`config.mk`:
```
export PLATFORM = sky130hd
export DESIGN_NAME = ring_validation
export DESIGN_NICKNAME = d
export VERILOG_FILES = /design/src/rtl/ring_pkg.sv /design/src/rtl/ring_axi_slave.sv /design/src/rtl/ring_tick.sv /design/src/rtl/ring_validation.sv
export VERILOG_INCLUDE_DIRS = /design/src /design/src/rtl
export SDC_FILE = /design/constraint.sdc
export NUM_CORES = 1
export LEC_CHECK = 0
export BUFFER_PORTS_ARGS = -buffer_cell sky130_fd_sc_hd__buf_2
export CELL_PAD_IN_SITES_DETAIL_PLACEMENT = 1
export CELL_PAD_IN_SITES_GLOBAL_PLACEMENT = 1
export CORE_ASPECT_RATIO = 2
export CORE_MARGIN = 1
export CORE_UTILIZATION = 46
export DETAILED_ROUTE_END_ITERATION = 6
export GPL_TIMING_DRIVEN = 0
export PLACE_DENSITY_LB_ADDON = 0.1
export SETUP_SLACK_MARGIN = 0.3
export SLEW_MARGIN = 20
export SYNTH_ARGS = -nofsm -noshare
export SYNTH_HDL_FRONTEND = slang
export SYNTH_SLANG_ARGS = --single-unit
```
`constraint.sdc`:
```
create_clock -name clk_i -period 5.2 [get_ports clk_i]
set_input_delay 1.04 -clock clk_i [delete_from_list [all_inputs] [get_ports clk_i]]
set_output_delay 1.04 -clock clk_i [all_outputs]
set_load 0.02 [all_outputs]
```
`src/rtl/ring_params.svh`:
```
// ring qualifier constants: offsets, field positions, reset values, timing
// assumes a 200 MHz clock and 32-bit AXI4-Lite register access
`ifndef RING_PARAMS_SVH
`define RING_PARAMS_SVH

`define RV_ADDR_W        8
// register byte offsets
`define RV_CTRL_OFS      8'h00
`define RV_MINF_OFS      8'h04
`define RV_MAXF_OFS      8'h08
`define RV_STATUS_OFS    8'h0c
`define RV_IRQ_EN_OFS    8'h10
`define RV_IRQ_CLR_OFS   8'h14
`define RV_STATE_OFS     8'h18
// field positions
`define RV_ENABLE_BIT    7
`define RV_DELAY_HI      6
`define RV_DELAY_LO      4
`define RV_CONFIRM_HI    3
`define RV_CONFIRM_LO    1
// reset values
`define RV_CTRL_RST      8'h88
`define RV_MINF_RST      6'h19
`define RV_MAXF_RST      4'h6
// status bits
`define RV_ST_VALID      0
`define RV_ST_LOW        1
`define RV_ST_HIGH       2
// timing
`define RV_CLK_PERIOD_PS 5000
`define RV_TICK_MS       2
`define RV_DELAY_STEP_MS 256
// axi responses
`define RV_RESP_OKAY     2'b00
`define RV_RESP_SLVERR   2'b10

`endif

```
`src/rtl/ring_pkg.sv`:
```
// types shared by the ring qualifier modules
// assumes ring_params.svh supplies the widths
`include "ring_params.svh"

package ring_pkg;

    typedef enum logic [1:0] {
        ST_IDLE    = 2'b00,
        ST_CONFIRM = 2'b01,
        ST_DELAY   = 2'b10,
        ST_VALID   = 2'b11
    } ring_state_t;

    typedef struct packed {
        logic                    awready;
        logic                    wready;
        logic                    arready;
        logic                    aw_held;
        logic [`RV_ADDR_W-1:0]   aw_addr;
        logic                    w_held;
        logic [31:0]             w_data;
        logic [3:0]              w_strb;
        logic                    bvalid;
        logic [1:0]              bresp;
        logic                    rvalid;
        logic [31:0]             rdata;
        logic [1:0]              rresp;
    } axi_regs_t;

    typedef struct packed {
        ring_state_t state;
        logic [5:0]  timer;
        logic [9:0]  confirm_cnt;
        logic [9:0]  delay_cnt;
        logic        ring_valid;
        logic [2:0]  status;
        logic [2:0]  irq_en;
        logic        irq;
        logic [7:0]  ctrl;
        logic [5:0]  min_freq;
        logic [3:0]  max_freq;
    } ring_regs_t;

endpackage

```
`src/rtl/ring_axi_slave.sv`:
```
// axi4-lite slave front end, one write and one read in flight
// assumes the owner answers register requests in the same cycle
`timescale 1ns/10ps
`include "ring_params.svh"

module ring_axi_slave (
    // clock and reset
    input  wire logic                  clk_i,
    input  wire logic                  reset_i,
    // axi4-lite
    input  wire logic [`RV_ADDR_W-1:0] awaddr_i,
    input  wire logic                  awvalid_i,
    output logic                       awready_o,
    input  wire logic [31:0]           wdata_i,
    input  wire logic [3:0]            wstrb_i,
    input  wire logic                  wvalid_i,
    output logic                       wready_o,
    output logic [1:0]                 bresp_o,
    output logic                       bvalid_o,
    input  wire logic                  bready_i,
    input  wire logic [`RV_ADDR_W-1:0] araddr_i,
    input  wire logic                  arvalid_i,
    output logic                       arready_o,
    output logic [31:0]                rdata_o,
    output logic [1:0]                 rresp_o,
    output logic                       rvalid_o,
    input  wire logic                  rready_i,
    // register side
    output logic                       wr_req_o,
    output logic [`RV_ADDR_W-1:0]      wr_addr_o,
    output logic [31:0]                wr_data_o,
    output logic [3:0]                 wr_strb_o,
    input  wire logic                  wr_ok_i,
    output logic                       rd_req_o,
    output logic [`RV_ADDR_W-1:0]      rd_addr_o,
    input  wire logic [31:0]           rd_data_i,
    input  wire logic                  rd_ok_i
);

    ring_pkg::axi_regs_t q;
    ring_pkg::axi_regs_t n;

    // the write goes through only once both halves are held
    assign wr_req_o  = q.aw_held & q.w_held & ~q.bvalid;
    assign wr_addr_o = q.aw_addr;
    assign wr_data_o = q.w_data;
    assign wr_strb_o = q.w_strb;
    assign rd_req_o  = arvalid_i & q.arready;
    assign rd_addr_o = araddr_i;

    always_comb begin
        n = q;
        if (awvalid_i && q.awready) begin
            n.aw_held = 1'b1;
            n.aw_addr = awaddr_i;
        end
        if (wvalid_i && q.wready) begin
            n.w_held = 1'b1;
            n.w_data = wdata_i;
            n.w_strb = wstrb_i;
        end
        if (wr_req_o) begin
            n.bvalid  = 1'b1;
            n.bresp   = wr_ok_i ? `RV_RESP_OKAY : `RV_RESP_SLVERR;
            n.aw_held = 1'b0;
            n.w_held  = 1'b0;
        end else if (q.bvalid && bready_i) begin
            n.bvalid = 1'b0;
        end
        if (rd_req_o) begin
            n.rvalid = 1'b1;
            n.rdata  = rd_ok_i ? rd_data_i : 32'h0;
            n.rresp  = rd_ok_i ? `RV_RESP_OKAY : `RV_RESP_SLVERR;
        end else if (q.rvalid && rready_i) begin
            n.rvalid = 1'b0;
        end
        // readies are registered so the top's outputs stay flop-driven
        n.awready = ~n.aw_held & ~n.bvalid;
        n.wready  = ~n.w_held & ~n.bvalid;
        n.arready = ~n.rvalid;
    end

    always_ff @(posedge clk_i) begin
        if (reset_i) begin
            q <= '0;
        end else begin
            q <= n;
        end
    end

    assign awready_o = q.awready;
    assign wready_o  = q.wready;
    assign bvalid_o  = q.bvalid;
    assign bresp_o   = q.bresp;
    assign arready_o = q.arready;
    assign rvalid_o  = q.rvalid;
    assign rdata_o   = q.rdata;
    assign rresp_o   = q.rresp;

endmodule

```
`src/rtl/ring_tick.sv`:
```
// free-running timebase: one-cycle pulse every tick_cycles clocks
// assumes a synchronous active-high reset
`timescale 1ns/10ps

module ring_tick #(
    parameter int TICK_CYCLES = 400000
) (
    // clock and reset
    input  wire logic clk_i,
    input  wire logic reset_i,
    // timebase
    output logic      tick_o
);

    typedef struct packed {
        logic [31:0] cnt;
        logic        tick;
    } tick_regs_t;

    tick_regs_t q;
    tick_regs_t n;

    always_comb begin
        n = q;
        n.tick = 1'b0;
        if (q.cnt >= 32'(TICK_CYCLES - 1)) begin
            n.cnt  = '0;
            n.tick = 1'b1;
        end else begin
            n.cnt = q.cnt + 32'h1;
        end
    end

    always_ff @(posedge clk_i) begin
        if (reset_i) begin
            q <= '0;
        end else begin
            q <= n;
        end
    end

    assign tick_o = q.tick;

endmodule

```
`src/rtl/ring_validation.sv`:
```
// ring qualifier: times tip/ring event spacing and reports a valid ring
// assumes tip_ring_event_i is a one-cycle synchronous pulse per crossing
`timescale 1ns/10ps
`include "ring_params.svh"

module ring_validation #(
    parameter int TICK_CYCLES = (`RV_TICK_MS * 1000000000) / `RV_CLK_PERIOD_PS
) (
    // clock and reset
    input  wire logic                  clk_i,
    input  wire logic                  reset_i,
    // axi4-lite register port
    input  wire logic [`RV_ADDR_W-1:0] awaddr_i,
    input  wire logic                  awvalid_i,
    output logic                       awready_o,
    input  wire logic [31:0]           wdata_i,
    input  wire logic [3:0]            wstrb_i,
    input  wire logic                  wvalid_i,
    output logic                       wready_o,
    output logic [1:0]                 bresp_o,
    output logic                       bvalid_o,
    input  wire logic                  bready_i,
    input  wire logic [`RV_ADDR_W-1:0] araddr_i,
    input  wire logic                  arvalid_i,
    output logic                       arready_o,
    output logic [31:0]                rdata_o,
    output logic [1:0]                 rresp_o,
    output logic                       rvalid_o,
    input  wire logic                  rready_i,
    // line side
    input  wire logic                  tip_ring_event_i,
    // indications
    output logic                       ring_valid_o,
    output logic                       irq_o
);

    ring_pkg::ring_regs_t q;
    ring_pkg::ring_regs_t n;

    logic                  tick;
    logic                  wr_req;
    logic [`RV_ADDR_W-1:0] wr_addr;
    logic [31:0]           wr_data;
    logic [3:0]            wr_strb;
    logic                  wr_ok;
    logic                  rd_req;
    logic [`RV_ADDR_W-1:0] rd_addr;
    logic [31:0]           rd_data;
    logic                  rd_ok;
    logic                  enable;
    logic [2:0]            set_bits;
    logic [2:0]            clr_bits;

    // confirmation period in 2 ms ticks
    function automatic logic [9:0] confirm_ticks(input logic [2:0] code);
        logic [10:0] ms;
        ms = 11'd0;
        unique case (code)
            3'h0: ms = 11'd100;
            3'h1: ms = 11'd150;
            3'h2: ms = 11'd200;
            3'h3: ms = 11'd256;
            3'h4: ms = 11'd384;
            3'h5: ms = 11'd512;
            3'h6: ms = 11'd640;
            3'h7: ms = 11'd1024;
        endcase
        return 10'(ms / 11'(`RV_TICK_MS));
    endfunction

    // report delay in 2 ms ticks: code steps of 256 ms
    function automatic logic [9:0] delay_ticks(input logic [2:0] code);
        return 10'(code) * 10'(`RV_DELAY_STEP_MS / `RV_TICK_MS);
    endfunction

    // timebase shared by the interval timer and both counters
    ring_tick #(
        .TICK_CYCLES (TICK_CYCLES)
    ) u_tick (
        .clk_i   (clk_i),
        .reset_i (reset_i),
        .tick_o  (tick)
    );

    ring_axi_slave u_bus (
        .clk_i     (clk_i),
        .reset_i   (reset_i),
        .awaddr_i  (awaddr_i),
        .awvalid_i (awvalid_i),
        .awready_o (awready_o),
        .wdata_i   (wdata_i),
        .wstrb_i   (wstrb_i),
        .wvalid_i  (wvalid_i),
        .wready_o  (wready_o),
        .bresp_o   (bresp_o),
        .bvalid_o  (bvalid_o),
        .bready_i  (bready_i),
        .araddr_i  (araddr_i),
        .arvalid_i (arvalid_i),
        .arready_o (arready_o),
        .rdata_o   (rdata_o),
        .rresp_o   (rresp_o),
        .rvalid_o  (rvalid_o),
        .rready_i  (rready_i),
        .wr_req_o  (wr_req),
        .wr_addr_o (wr_addr),
        .wr_data_o (wr_data),
        .wr_strb_o (wr_strb),
        .wr_ok_i   (wr_ok),
        .rd_req_o  (rd_req),
        .rd_addr_o (rd_addr),
        .rd_data_i (rd_data),
        .rd_ok_i   (rd_ok)
    );

    assign enable = q.ctrl[`RV_ENABLE_BIT];

    // register read decode
    always_comb begin
        rd_data = 32'h0;
        rd_ok   = 1'b1;
        unique case (rd_addr)
            `RV_CTRL_OFS:    rd_data = {24'h0, q.ctrl};
            `RV_MINF_OFS:    rd_data = {26'h0, q.min_freq};
            `RV_MAXF_OFS:    rd_data = {28'h0, q.max_freq};
            `RV_STATUS_OFS:  rd_data = {29'h0, q.status};
            `RV_IRQ_EN_OFS:  rd_data = {29'h0, q.irq_en};
            `RV_IRQ_CLR_OFS: rd_data = 32'h0;
            `RV_STATE_OFS:   rd_data = {18'h0, q.timer, 5'h0, q.ring_valid, q.state};
            default:         rd_ok = 1'b0;
        endcase
    end

    always_comb begin
        wr_ok = 1'b1;
        unique case (wr_addr)
            `RV_CTRL_OFS, `RV_MINF_OFS, `RV_MAXF_OFS, `RV_STATUS_OFS,
            `RV_IRQ_EN_OFS, `RV_IRQ_CLR_OFS, `RV_STATE_OFS: wr_ok = 1'b1;
            default: wr_ok = 1'b0;
        endcase
    end

    always_comb begin
        n        = q;
        set_bits = 3'h0;
        clr_bits = 3'h0;

        // register writes; only the low byte lane carries data
        if (wr_req && wr_strb[0]) begin
            unique case (wr_addr)
                // bit 0 is stored as written; software keeps it zero
                `RV_CTRL_OFS:    n.ctrl = wr_data[7:0];
                `RV_MINF_OFS:    n.min_freq = wr_data[5:0];
                `RV_MAXF_OFS:    n.max_freq = wr_data[3:0];
                `RV_IRQ_EN_OFS:  n.irq_en = wr_data[2:0];
                `RV_IRQ_CLR_OFS: clr_bits = wr_data[2:0];
                default:         n.ctrl = q.ctrl;
            endcase
        end

        if (!enable) begin
            // bypass: every event is passed straight on as a ring
            n.state       = ring_pkg::ST_IDLE;
            n.timer       = 6'h0;
            n.confirm_cnt = 10'h0;
            n.delay_cnt   = 10'h0;
            n.ring_valid  = tip_ring_event_i;
        end else begin
            unique case (q.state)
                ring_pkg::ST_IDLE: begin
                    n.ring_valid = 1'b0;
                    if (tip_ring_event_i) begin
                        n.timer       = q.min_freq;
                        n.confirm_cnt = confirm_ticks(q.ctrl[`RV_CONFIRM_HI:`RV_CONFIRM_LO]);
                        n.state       = ring_pkg::ST_CONFIRM;
                    end
                end
                ring_pkg::ST_CONFIRM, ring_pkg::ST_DELAY, ring_pkg::ST_VALID: begin
                    if (tip_ring_event_i && q.timer > 6'(q.max_freq)) begin
                        // events too close: restart confirmation
                        set_bits[`RV_ST_HIGH] = 1'b1;
                        n.timer       = q.min_freq;
                        n.ring_valid  = 1'b0;
                        n.confirm_cnt = confirm_ticks(q.ctrl[`RV_CONFIRM_HI:`RV_CONFIRM_LO]);
                        n.state       = ring_pkg::ST_CONFIRM;
                    end else if (!tip_ring_event_i && tick && q.timer <= 6'h1) begin
                        // the next event can only come late: too low
                        set_bits[`RV_ST_LOW] = 1'b1;
                        n.timer      = 6'h0;
                        n.ring_valid = 1'b0;
                        n.state      = ring_pkg::ST_IDLE;
                    end else begin
                        // an event must not swallow a tick, or every period stretches
                        if (tip_ring_event_i) begin
                            n.timer = q.min_freq;
                        end else if (tick) begin
                            n.timer = q.timer - 6'h1;
                        end
                        if (tick && q.state == ring_pkg::ST_CONFIRM) begin
                            if (q.confirm_cnt <= 10'h1) begin
                                n.delay_cnt = delay_ticks(q.ctrl[`RV_DELAY_HI:`RV_DELAY_LO]);
                                n.state     = ring_pkg::ST_DELAY;
                                if (n.delay_cnt == 10'h0) begin
                                    n.state      = ring_pkg::ST_VALID;
                                    n.ring_valid = 1'b1;
                                    set_bits[`RV_ST_VALID] = 1'b1;
                                end
                            end else begin
                                n.confirm_cnt = q.confirm_cnt - 10'h1;
                            end
                        end else if (tick && q.state == ring_pkg::ST_DELAY) begin
                            if (q.delay_cnt <= 10'h1) begin
                                n.state      = ring_pkg::ST_VALID;
                                n.ring_valid = 1'b1;
                                set_bits[`RV_ST_VALID] = 1'b1;
                            end else begin
                                n.delay_cnt = q.delay_cnt - 10'h1;
                            end
                        end
                    end
                end
            endcase
        end

        // a new event wins over a clear in the same cycle
        n.status = (q.status & ~clr_bits) | set_bits;
        n.irq    = |(n.status & n.irq_en);
    end

    always_ff @(posedge clk_i) begin
        if (reset_i) begin
            q          <= '0;
            q.ctrl     <= `RV_CTRL_RST;
            q.min_freq <= `RV_MINF_RST;
            q.max_freq <= `RV_MAXF_RST;
        end else begin
            q <= n;
        end
    end

    assign ring_valid_o = q.ring_valid;
    assign irq_o        = q.irq;

endmodule

```
# Word level (Yosys, flattened, before mapping)
# Memory sizes are Yosys's and may differ from the RTL's. A register that Yosys moved wholly into a read port is not among the register bits.
# Cells that the tools add are included.
# classes
n_addsub	4
magnitude_cmp	5
n_eq_ne	29
n_mux	58
n_bitwise	17
reduce_logical	30
# ops
operator	count
$pmux W14 S6	1
$eq A8 B5 Y1 const B	6
$mux W37	1
$mux W18	2
$pmux W18 S2	1
$mux W11	3
$add A32 B1 Y32 const B	1
$eq A8 B4 Y1 const B	4
$ge A32 B19 Y1 const B	1
$mux W10	3
$mux W3	10
$ne A6 B6 Y1 const B	4
$mux W1	23
$le A10 B1 Y1 const B	2
$mux W20	1
$sub A10 B1 Y10 const B	2
$eq A8 B3 Y1 const B	2
$logic_not A8 Y1	2
$ne A5 B5 Y1 const B	3
$mux W14	1
$mux W2	7
$reduce_or A7 Y1	2
$mux W6	2
$reduce_and A4 Y1	3
26 further kinds	56
# totals
reg_bits	174
romBits	160
input_bits	60
out_inout_bits	43
memories	2
# memory_table
memory	words	word_bits	read_ports	rd_ports_with_merged_regs	wr	line	source
(no name shown)	8	10	1	1	0	ring_validation.sv:58	unique case (code)
(no name shown)	8	10	1	1	0	ring_validation.sv:58	

# Depth between registers and ports, before layout
# depth
ltp_word	11
ltp_mapped	10
ltp_nobuf	8

# By module
# From an unflattened synthesis, not the netlist that was laid out.
# hier_totals
cells_unflattened	1025
hier_area_um2	8649.5
# by_module_without_submodules
module	n_inst	cells_each	area_per_inst_um2	seq_area_each_um2
ring_axi_slave	1	455	3752.3	1701.6
ring_validation	1	447	3688.5	1261.2
ring_tick	1	123	1208.7	660.6

# Worst setup path after synthesis
# Ideal clock, no wire load.
# synth_timing
path_kind	reg-to-reg
from	reg u_bus.q (netlist bit u_bus.wr_addr_o[1])
to	reg with a tool-made name
t_arrival_ns	2.909
t_required_ns	5.079
path_slack_ns	2.170
path_stages_with_launch	10
synth_period_minus_slack_ns	3.030
cell_sequence	dfxtp_1 or4_1 or4_1 or4_1 clkbuf_1 mux2i_1 nor2_1 inv_1 ha_1 mux2_2
# synth_rtl
element	line	source
start: declaration	ring_axi_slave.sv:40	ring_pkg::axi_regs_t q;
start signal: assignment	ring_axi_slave.sv:87	q <= n;

==> results by stage <==
Status:
- The flow ran to the end, and the final reports show no timing, DRC or antenna violations.

Timing:
- The hold slack is 459.6 ps.
- The aggregate negative setup slack is 0 ps.
- The highest achievable clock rate is about 300 MHz.
- Across the routed clock network, the largest skew measured is 6.181 ps.
- Setup repair after global routing left no endpoint under its margin.
- The worst path needs between 3000 and 4000 ps of the cycle, external delays included.
- The count of final hold-check violations is 0.
- The final-report setup violation count is 0.
- The final count of pins violating max slew was 0.
- The headroom to the max-slew limit is between 20% and 30%.
- The fraction of the cycle the final worst path needs is around 65%.
- At the pin with the least slew margin, the transition time is around 1100 ps.

Logic synthesis:
- The number of distinct library cells after synthesis is 70.
- Synthesis produced a netlist whose cell count is between 700 and 800.
- The flip-flop and latch count after synthesis is around 140.
- Sequential cells were found to cover around 43% of the synthesized design area.
- The count of flip-flops with a built-in enable after synthesis is 0.
- The number of warnings printed during yosys synthesis is 0.
- The combined area of all synthesized cells is between 6000 and 7000 um2.
- Counting flops with an async set or reset pin after synthesis yields a share of 0%.
- For this run, the leading register cell type out of synthesis is sky130_fd_sc_hd__dfxtp_1.
- In the post-synthesis netlist, the biggest area contributors are sky130_fd_sc_hd__dfxtp_1, sky130_fd_sc_hd__nand2_1, sky130_fd_sc_hd__buf_4, sky130_fd_sc_hd__nor2_1, sky130_fd_sc_hd__a21oi_1.
- The most area-hungry cell type in the Yosys netlist is sky130_fd_sc_hd__dfxtp_1.
- The average instance in the mapped netlist occupies roughly 8.6 um2.
- The share of the synthesized area in the top cell type is a little over two fifths.

Global route:
- Summed over all layers, the global routing overflow is 0.
- In the global route stage, overall resource usage came out at 28.81%.
- The initial antenna violation count is 0.
- The maximum number of pins on one net before global-route repair is 17.
- The first-pass GRT wire length is 31590 um.
- The via count of the first global-routing pass is between 6000 and 7000.

Clock network:
- CTS saw 136 sinks.
- The quantity of hold-fixing buffers added after cts is 0.
- The root buffer selected by CTS is sky130_fd_sc_hd__clkbuf_16.
- Counting the buffers created by CTS gives 17.
- TritonCTS built the clock tree.
- Buffers added to address setup during post-CTS repair amount to 0.
- Clock latency on the worst-skew pair, taken at its later pin, is 430 ps.
- The post-cts repair resize count is 0.
- No sink is reached through more buffers than the 2 on the longest clock path.
- In this run the number of H-tree levels came out at 4.
- Clock-pin slew was measured on the worst setup and hold paths at about 60 ps.

Floorplanning:
- The total core area is 13440 um2.
- The overall die height is ~170 um.
- The area of the die is roughly 14000 um2.
- The floorplan has 60 rows.
- From left edge to right edge, the die measures roughly 85 um.
- The initial utilization of the core area, before any placement, comes to between 40% and 50%.
- Pin placement for this block handled slightly above 100 I/O pins.

Placement:
- The count of buffers from port buffering is 53.
- The cell count after placement is around 1000.
- The cell area reported after detailed placement is a little under 7000 um2.
- Summed over all nets, the half-perimeter wirelength after detailed placement is roughly 15000 um.
- The final estimated routing congestion in global placement is 0.8758.

Worst setup path:
- The kind of capture point of the worst setup path is a flop.
- For flop-to-flop paths, the worst setup slack is between 1500 and 2000 ps.
- The critical path in this run is classified as flop to flop.
- The startpoint of the lowest-slack register-to-register path is u_bus.wr_addr_o[1]$_SDFFE_PP0P_.
- STA puts the critical path data arrival time at roughly 3700 ps.
- The worst setup path is launched from a flop.
- The peak fanout along the critical path is 9.
- The cell depth of the worst flop-to-flop path is 9.
- At the worst endpoint, the required time is 5520 ps.
- The launching element of the worst setup path is u_bus.wr_addr_o[1]$_SDFFE_PP0P_.

Layout:
- The fraction of final layout cells with drive strength greater than 1 is around 16%.
- After routing the design area is roughly 7500 um2.
- The count of inserted antenna diode cells is 0.
- The filler-free cell count of the finished design is 1010.
- The area growth from synthesis to layout is 18.49%.
- The number of nets in the final layout is roughly 900.

Pwr:
- The switching power is around 0.77 mW.
- The power per cell area is roughly 350 nW/um2.
- Registers are responsible for between 40 and 50% of the overall power.
- The peak supply drop is 0.2221 mV.
- The clock network fraction of design power is 45.3%.
- The fraction of power spent switching nets is between 20% and 30%.
- In this run the static leakage power is about 3 nW.
- The internal portion of the total power is ~1.8 mW.
- Combinational cells account for between 10% and 20% of the total power.
- The total power consumption of the routed design is between 2 and 3 mW.

Detailed routing:
- The remaining antenna violation count after routing is 0.
- For this run, the detailed router's first-pass iteration total came to 6.
- The number of violations reported at the end of detailed-routing iteration 0 is 161.
- Dividing the detail-routed via count by the number of cells gives approximately 5.8.
- The detailed router placed approximately 6000 vias in this run.
- The mean routed wirelength per cell is between 15 and 20 um.
- The total length of routed wires is between 15000 and 20000 um.
- In the routed design, unresolved DRC markers number 0.

Worst hold path:
- The path class of the lowest-slack min-delay path is flop to flop.

Job:
- Across the run, the number of max-cap violations was 0.
## power by group through the flow
stage	combinational [mW]	sequential, mW	clock, mW
2_1_floorplan	0.211	1.12	0
3_3_place_gp	0.286	1.13	0
3_5_place_dp	0.298	1.13	0
4_1_cts	0.303	1.11	1.19
5_1_grt	0.334	1.11	1.23
6_report	0.306	1.11	1.17
## kinds of logic (layout without fill, tap and decap cells)
group	Yosys count	after routing	share of synthesized area [%]
AND/OR/NAND/NOR	292	292	22.90
AO/OA/AOI/OAI	158	158	16.73
flip-flops	136	136	43.04
buffers and inverters	96	181	7.990
XOR/XNOR	21	21	2.907
multiplexers	21	21	3.797
adder cells (fa/ha/maj)	13	13	2.571
other	1	33	0.05928
## critical path, stage by stage (launching register included)
cell and delay [ps]:
sky130_fd_sc_hd__dfxtp_1 310, sky130_fd_sc_hd__or4_1 600, sky130_fd_sc_hd__or4_1 630, sky130_fd_sc_hd__or4_1 440
sky130_fd_sc_hd__clkbuf_1 230, sky130_fd_sc_hd__mux2i_1 340, sky130_fd_sc_hd__nor2_1 120, sky130_fd_sc_hd__inv_1 100
sky130_fd_sc_hd__ha_1 230, sky130_fd_sc_hd__mux2_2 260
## per-stage QoR
step | util, % | setup WS [ps]
global route | 55.78 | 1654
global placement | 51.39 | 1957
floorplan | - | 2170
finish | 55.78 | 1820
detailed placement | 51.40 | 1840
CTS | 55.72 | 1817
## sequential cells by signal (all words and copies together) (netlist names), 2 cells and up, named ones only
| name | cells |
|---|---|
| q | 51 |
| u_bus.rdata_o | 14 |
| u_tick.q | 32 |
| u_bus.wr_addr_o | 8 |
| u_bus.q | 2 |
| u_bus.wr_data_o | 8 |
## worst min path at each step
stage / start / to / cells after the start
after floorplan: q[10]$_SDFFE_PP0P_ / q[10]$_SDFFE_PP0P_ / 2
after global placement: u_bus.wr_addr_o[1]$_SDFFE_PP0P_ / u_bus.wr_addr_o[1]$_SDFFE_PP0P_ / 2
after detailed placement: u_bus.wr_addr_o[7]$_SDFFE_PP0P_ / u_bus.wr_addr_o[7]$_SDFFE_PP0P_ / 2
after CTS: u_bus.wr_addr_o[5]$_SDFFE_PP0P_ / u_bus.wr_addr_o[5]$_SDFFE_PP0P_ / 2
after global routing: u_bus.wr_data_o[6]$_SDFFE_PP0P_ / u_bus.wr_data_o[6]$_SDFFE_PP0P_ / 2
final: u_bus.wr_addr_o[5]$_SDFFE_PP0P_ / u_bus.wr_addr_o[5]$_SDFFE_PP0P_ / 2
## area by class of cell
type,instances,area [um2]
clock inverters,15,155.1
clock buffers,17,425.4
well taps,155,193.9
repair buffers,53,265.3
inverters,18,67.56
plain buffers,78,437.9
multi-input cells,538,3228
flip-flops and latches,136,2723
fillers,1635,5942
## cell usage after synthesis (all sizes together) (3+ instances only)
| master | number |
|---|---|
| o211ai | 9 |
| xnor2 | 6 |
| a22oi | 13 |
| a2111oi | 3 |
| mux2 | 4 |
| o21ai | 25 |
| o22ai | 5 |
| nand3 | 12 |
| mux2i | 15 |
| nor4b | 3 |
| nor2 | 69 |
| or3 | 9 |
| nor3 | 37 |
| a211o | 6 |
| nand4 | 6 |
| nor3b | 5 |
| or4 | 8 |
| nand3b | 3 |
| clkbuf | 37 |
| nor4 | 19 |
| a22o | 4 |
| a221oi | 3 |
| ha | 13 |
| o31ai | 8 |
| buf | 41 |
| a21oi | 47 |
| nor2b | 11 |
| a211oi | 5 |
| and2 | 9 |
| nand2b | 6 |
| xor2 | 15 |
| a21o | 3 |
| dfxtp | 136 |
| nand2 | 86 |
| inv | 18 |
| a32o | 3 |
| a31oi | 4 |
## routing by layer
metal  global-route usage, %  vias to the layer above  wire length, um
met5                       0                        -                0
met4                   19.53                        0             1070
met3                   5.196                       69              481
met2                   57.62                      121            11470
met1                   24.82                     2911             6590
li1                        -                     2785                -
## cells in the final DEF, fill, tap and decap left out, types with 4 or more instances in the layout
cell,netlist,routed
sky130_fd_sc_hd__xor2_1,15,15
sky130_fd_sc_hd__inv_1,18,18
sky130_fd_sc_hd__conb_1,1,33
sky130_fd_sc_hd__clkbuf_16,0,17
sky130_fd_sc_hd__o31ai_1,8,8
sky130_fd_sc_hd__mux2_2,4,4
sky130_fd_sc_hd__nand2b_1,6,6
sky130_fd_sc_hd__a21oi_1,47,47
sky130_fd_sc_hd__a22o_1,4,4
sky130_fd_sc_hd__a211oi_1,5,5
sky130_fd_sc_hd__clkinv_4,0,4
sky130_fd_sc_hd__nor4_1,18,18
sky130_fd_sc_hd__nor3_1,37,37
sky130_fd_sc_hd__a22oi_1,13,13
sky130_fd_sc_hd__clkbuf_1,37,37
sky130_fd_sc_hd__dfxtp_1,136,136
sky130_fd_sc_hd__xnor2_1,6,6
sky130_fd_sc_hd__nor3b_1,5,5
sky130_fd_sc_hd__o21ai_0,24,24
sky130_fd_sc_hd__or4_1,8,8
sky130_fd_sc_hd__a211o_1,6,6
sky130_fd_sc_hd__o22ai_1,5,5
sky130_fd_sc_hd__or3_1,9,9
sky130_fd_sc_hd__nor2_1,69,69
sky130_fd_sc_hd__ha_1,13,13
sky130_fd_sc_hd__a31oi_1,4,4
sky130_fd_sc_hd__and2_1,9,9
sky130_fd_sc_hd__inv_8,0,4
sky130_fd_sc_hd__nand4_1,6,6
sky130_fd_sc_hd__nand2_1,86,86
sky130_fd_sc_hd__buf_2,2,55
sky130_fd_sc_hd__nand3_1,12,12
sky130_fd_sc_hd__o211ai_1,9,9
sky130_fd_sc_hd__nor2b_1,11,11
sky130_fd_sc_hd__buf_4,36,36
sky130_fd_sc_hd__inv_6,0,4
sky130_fd_sc_hd__mux2i_1,15,15
(Power assumes the default switching activity.)
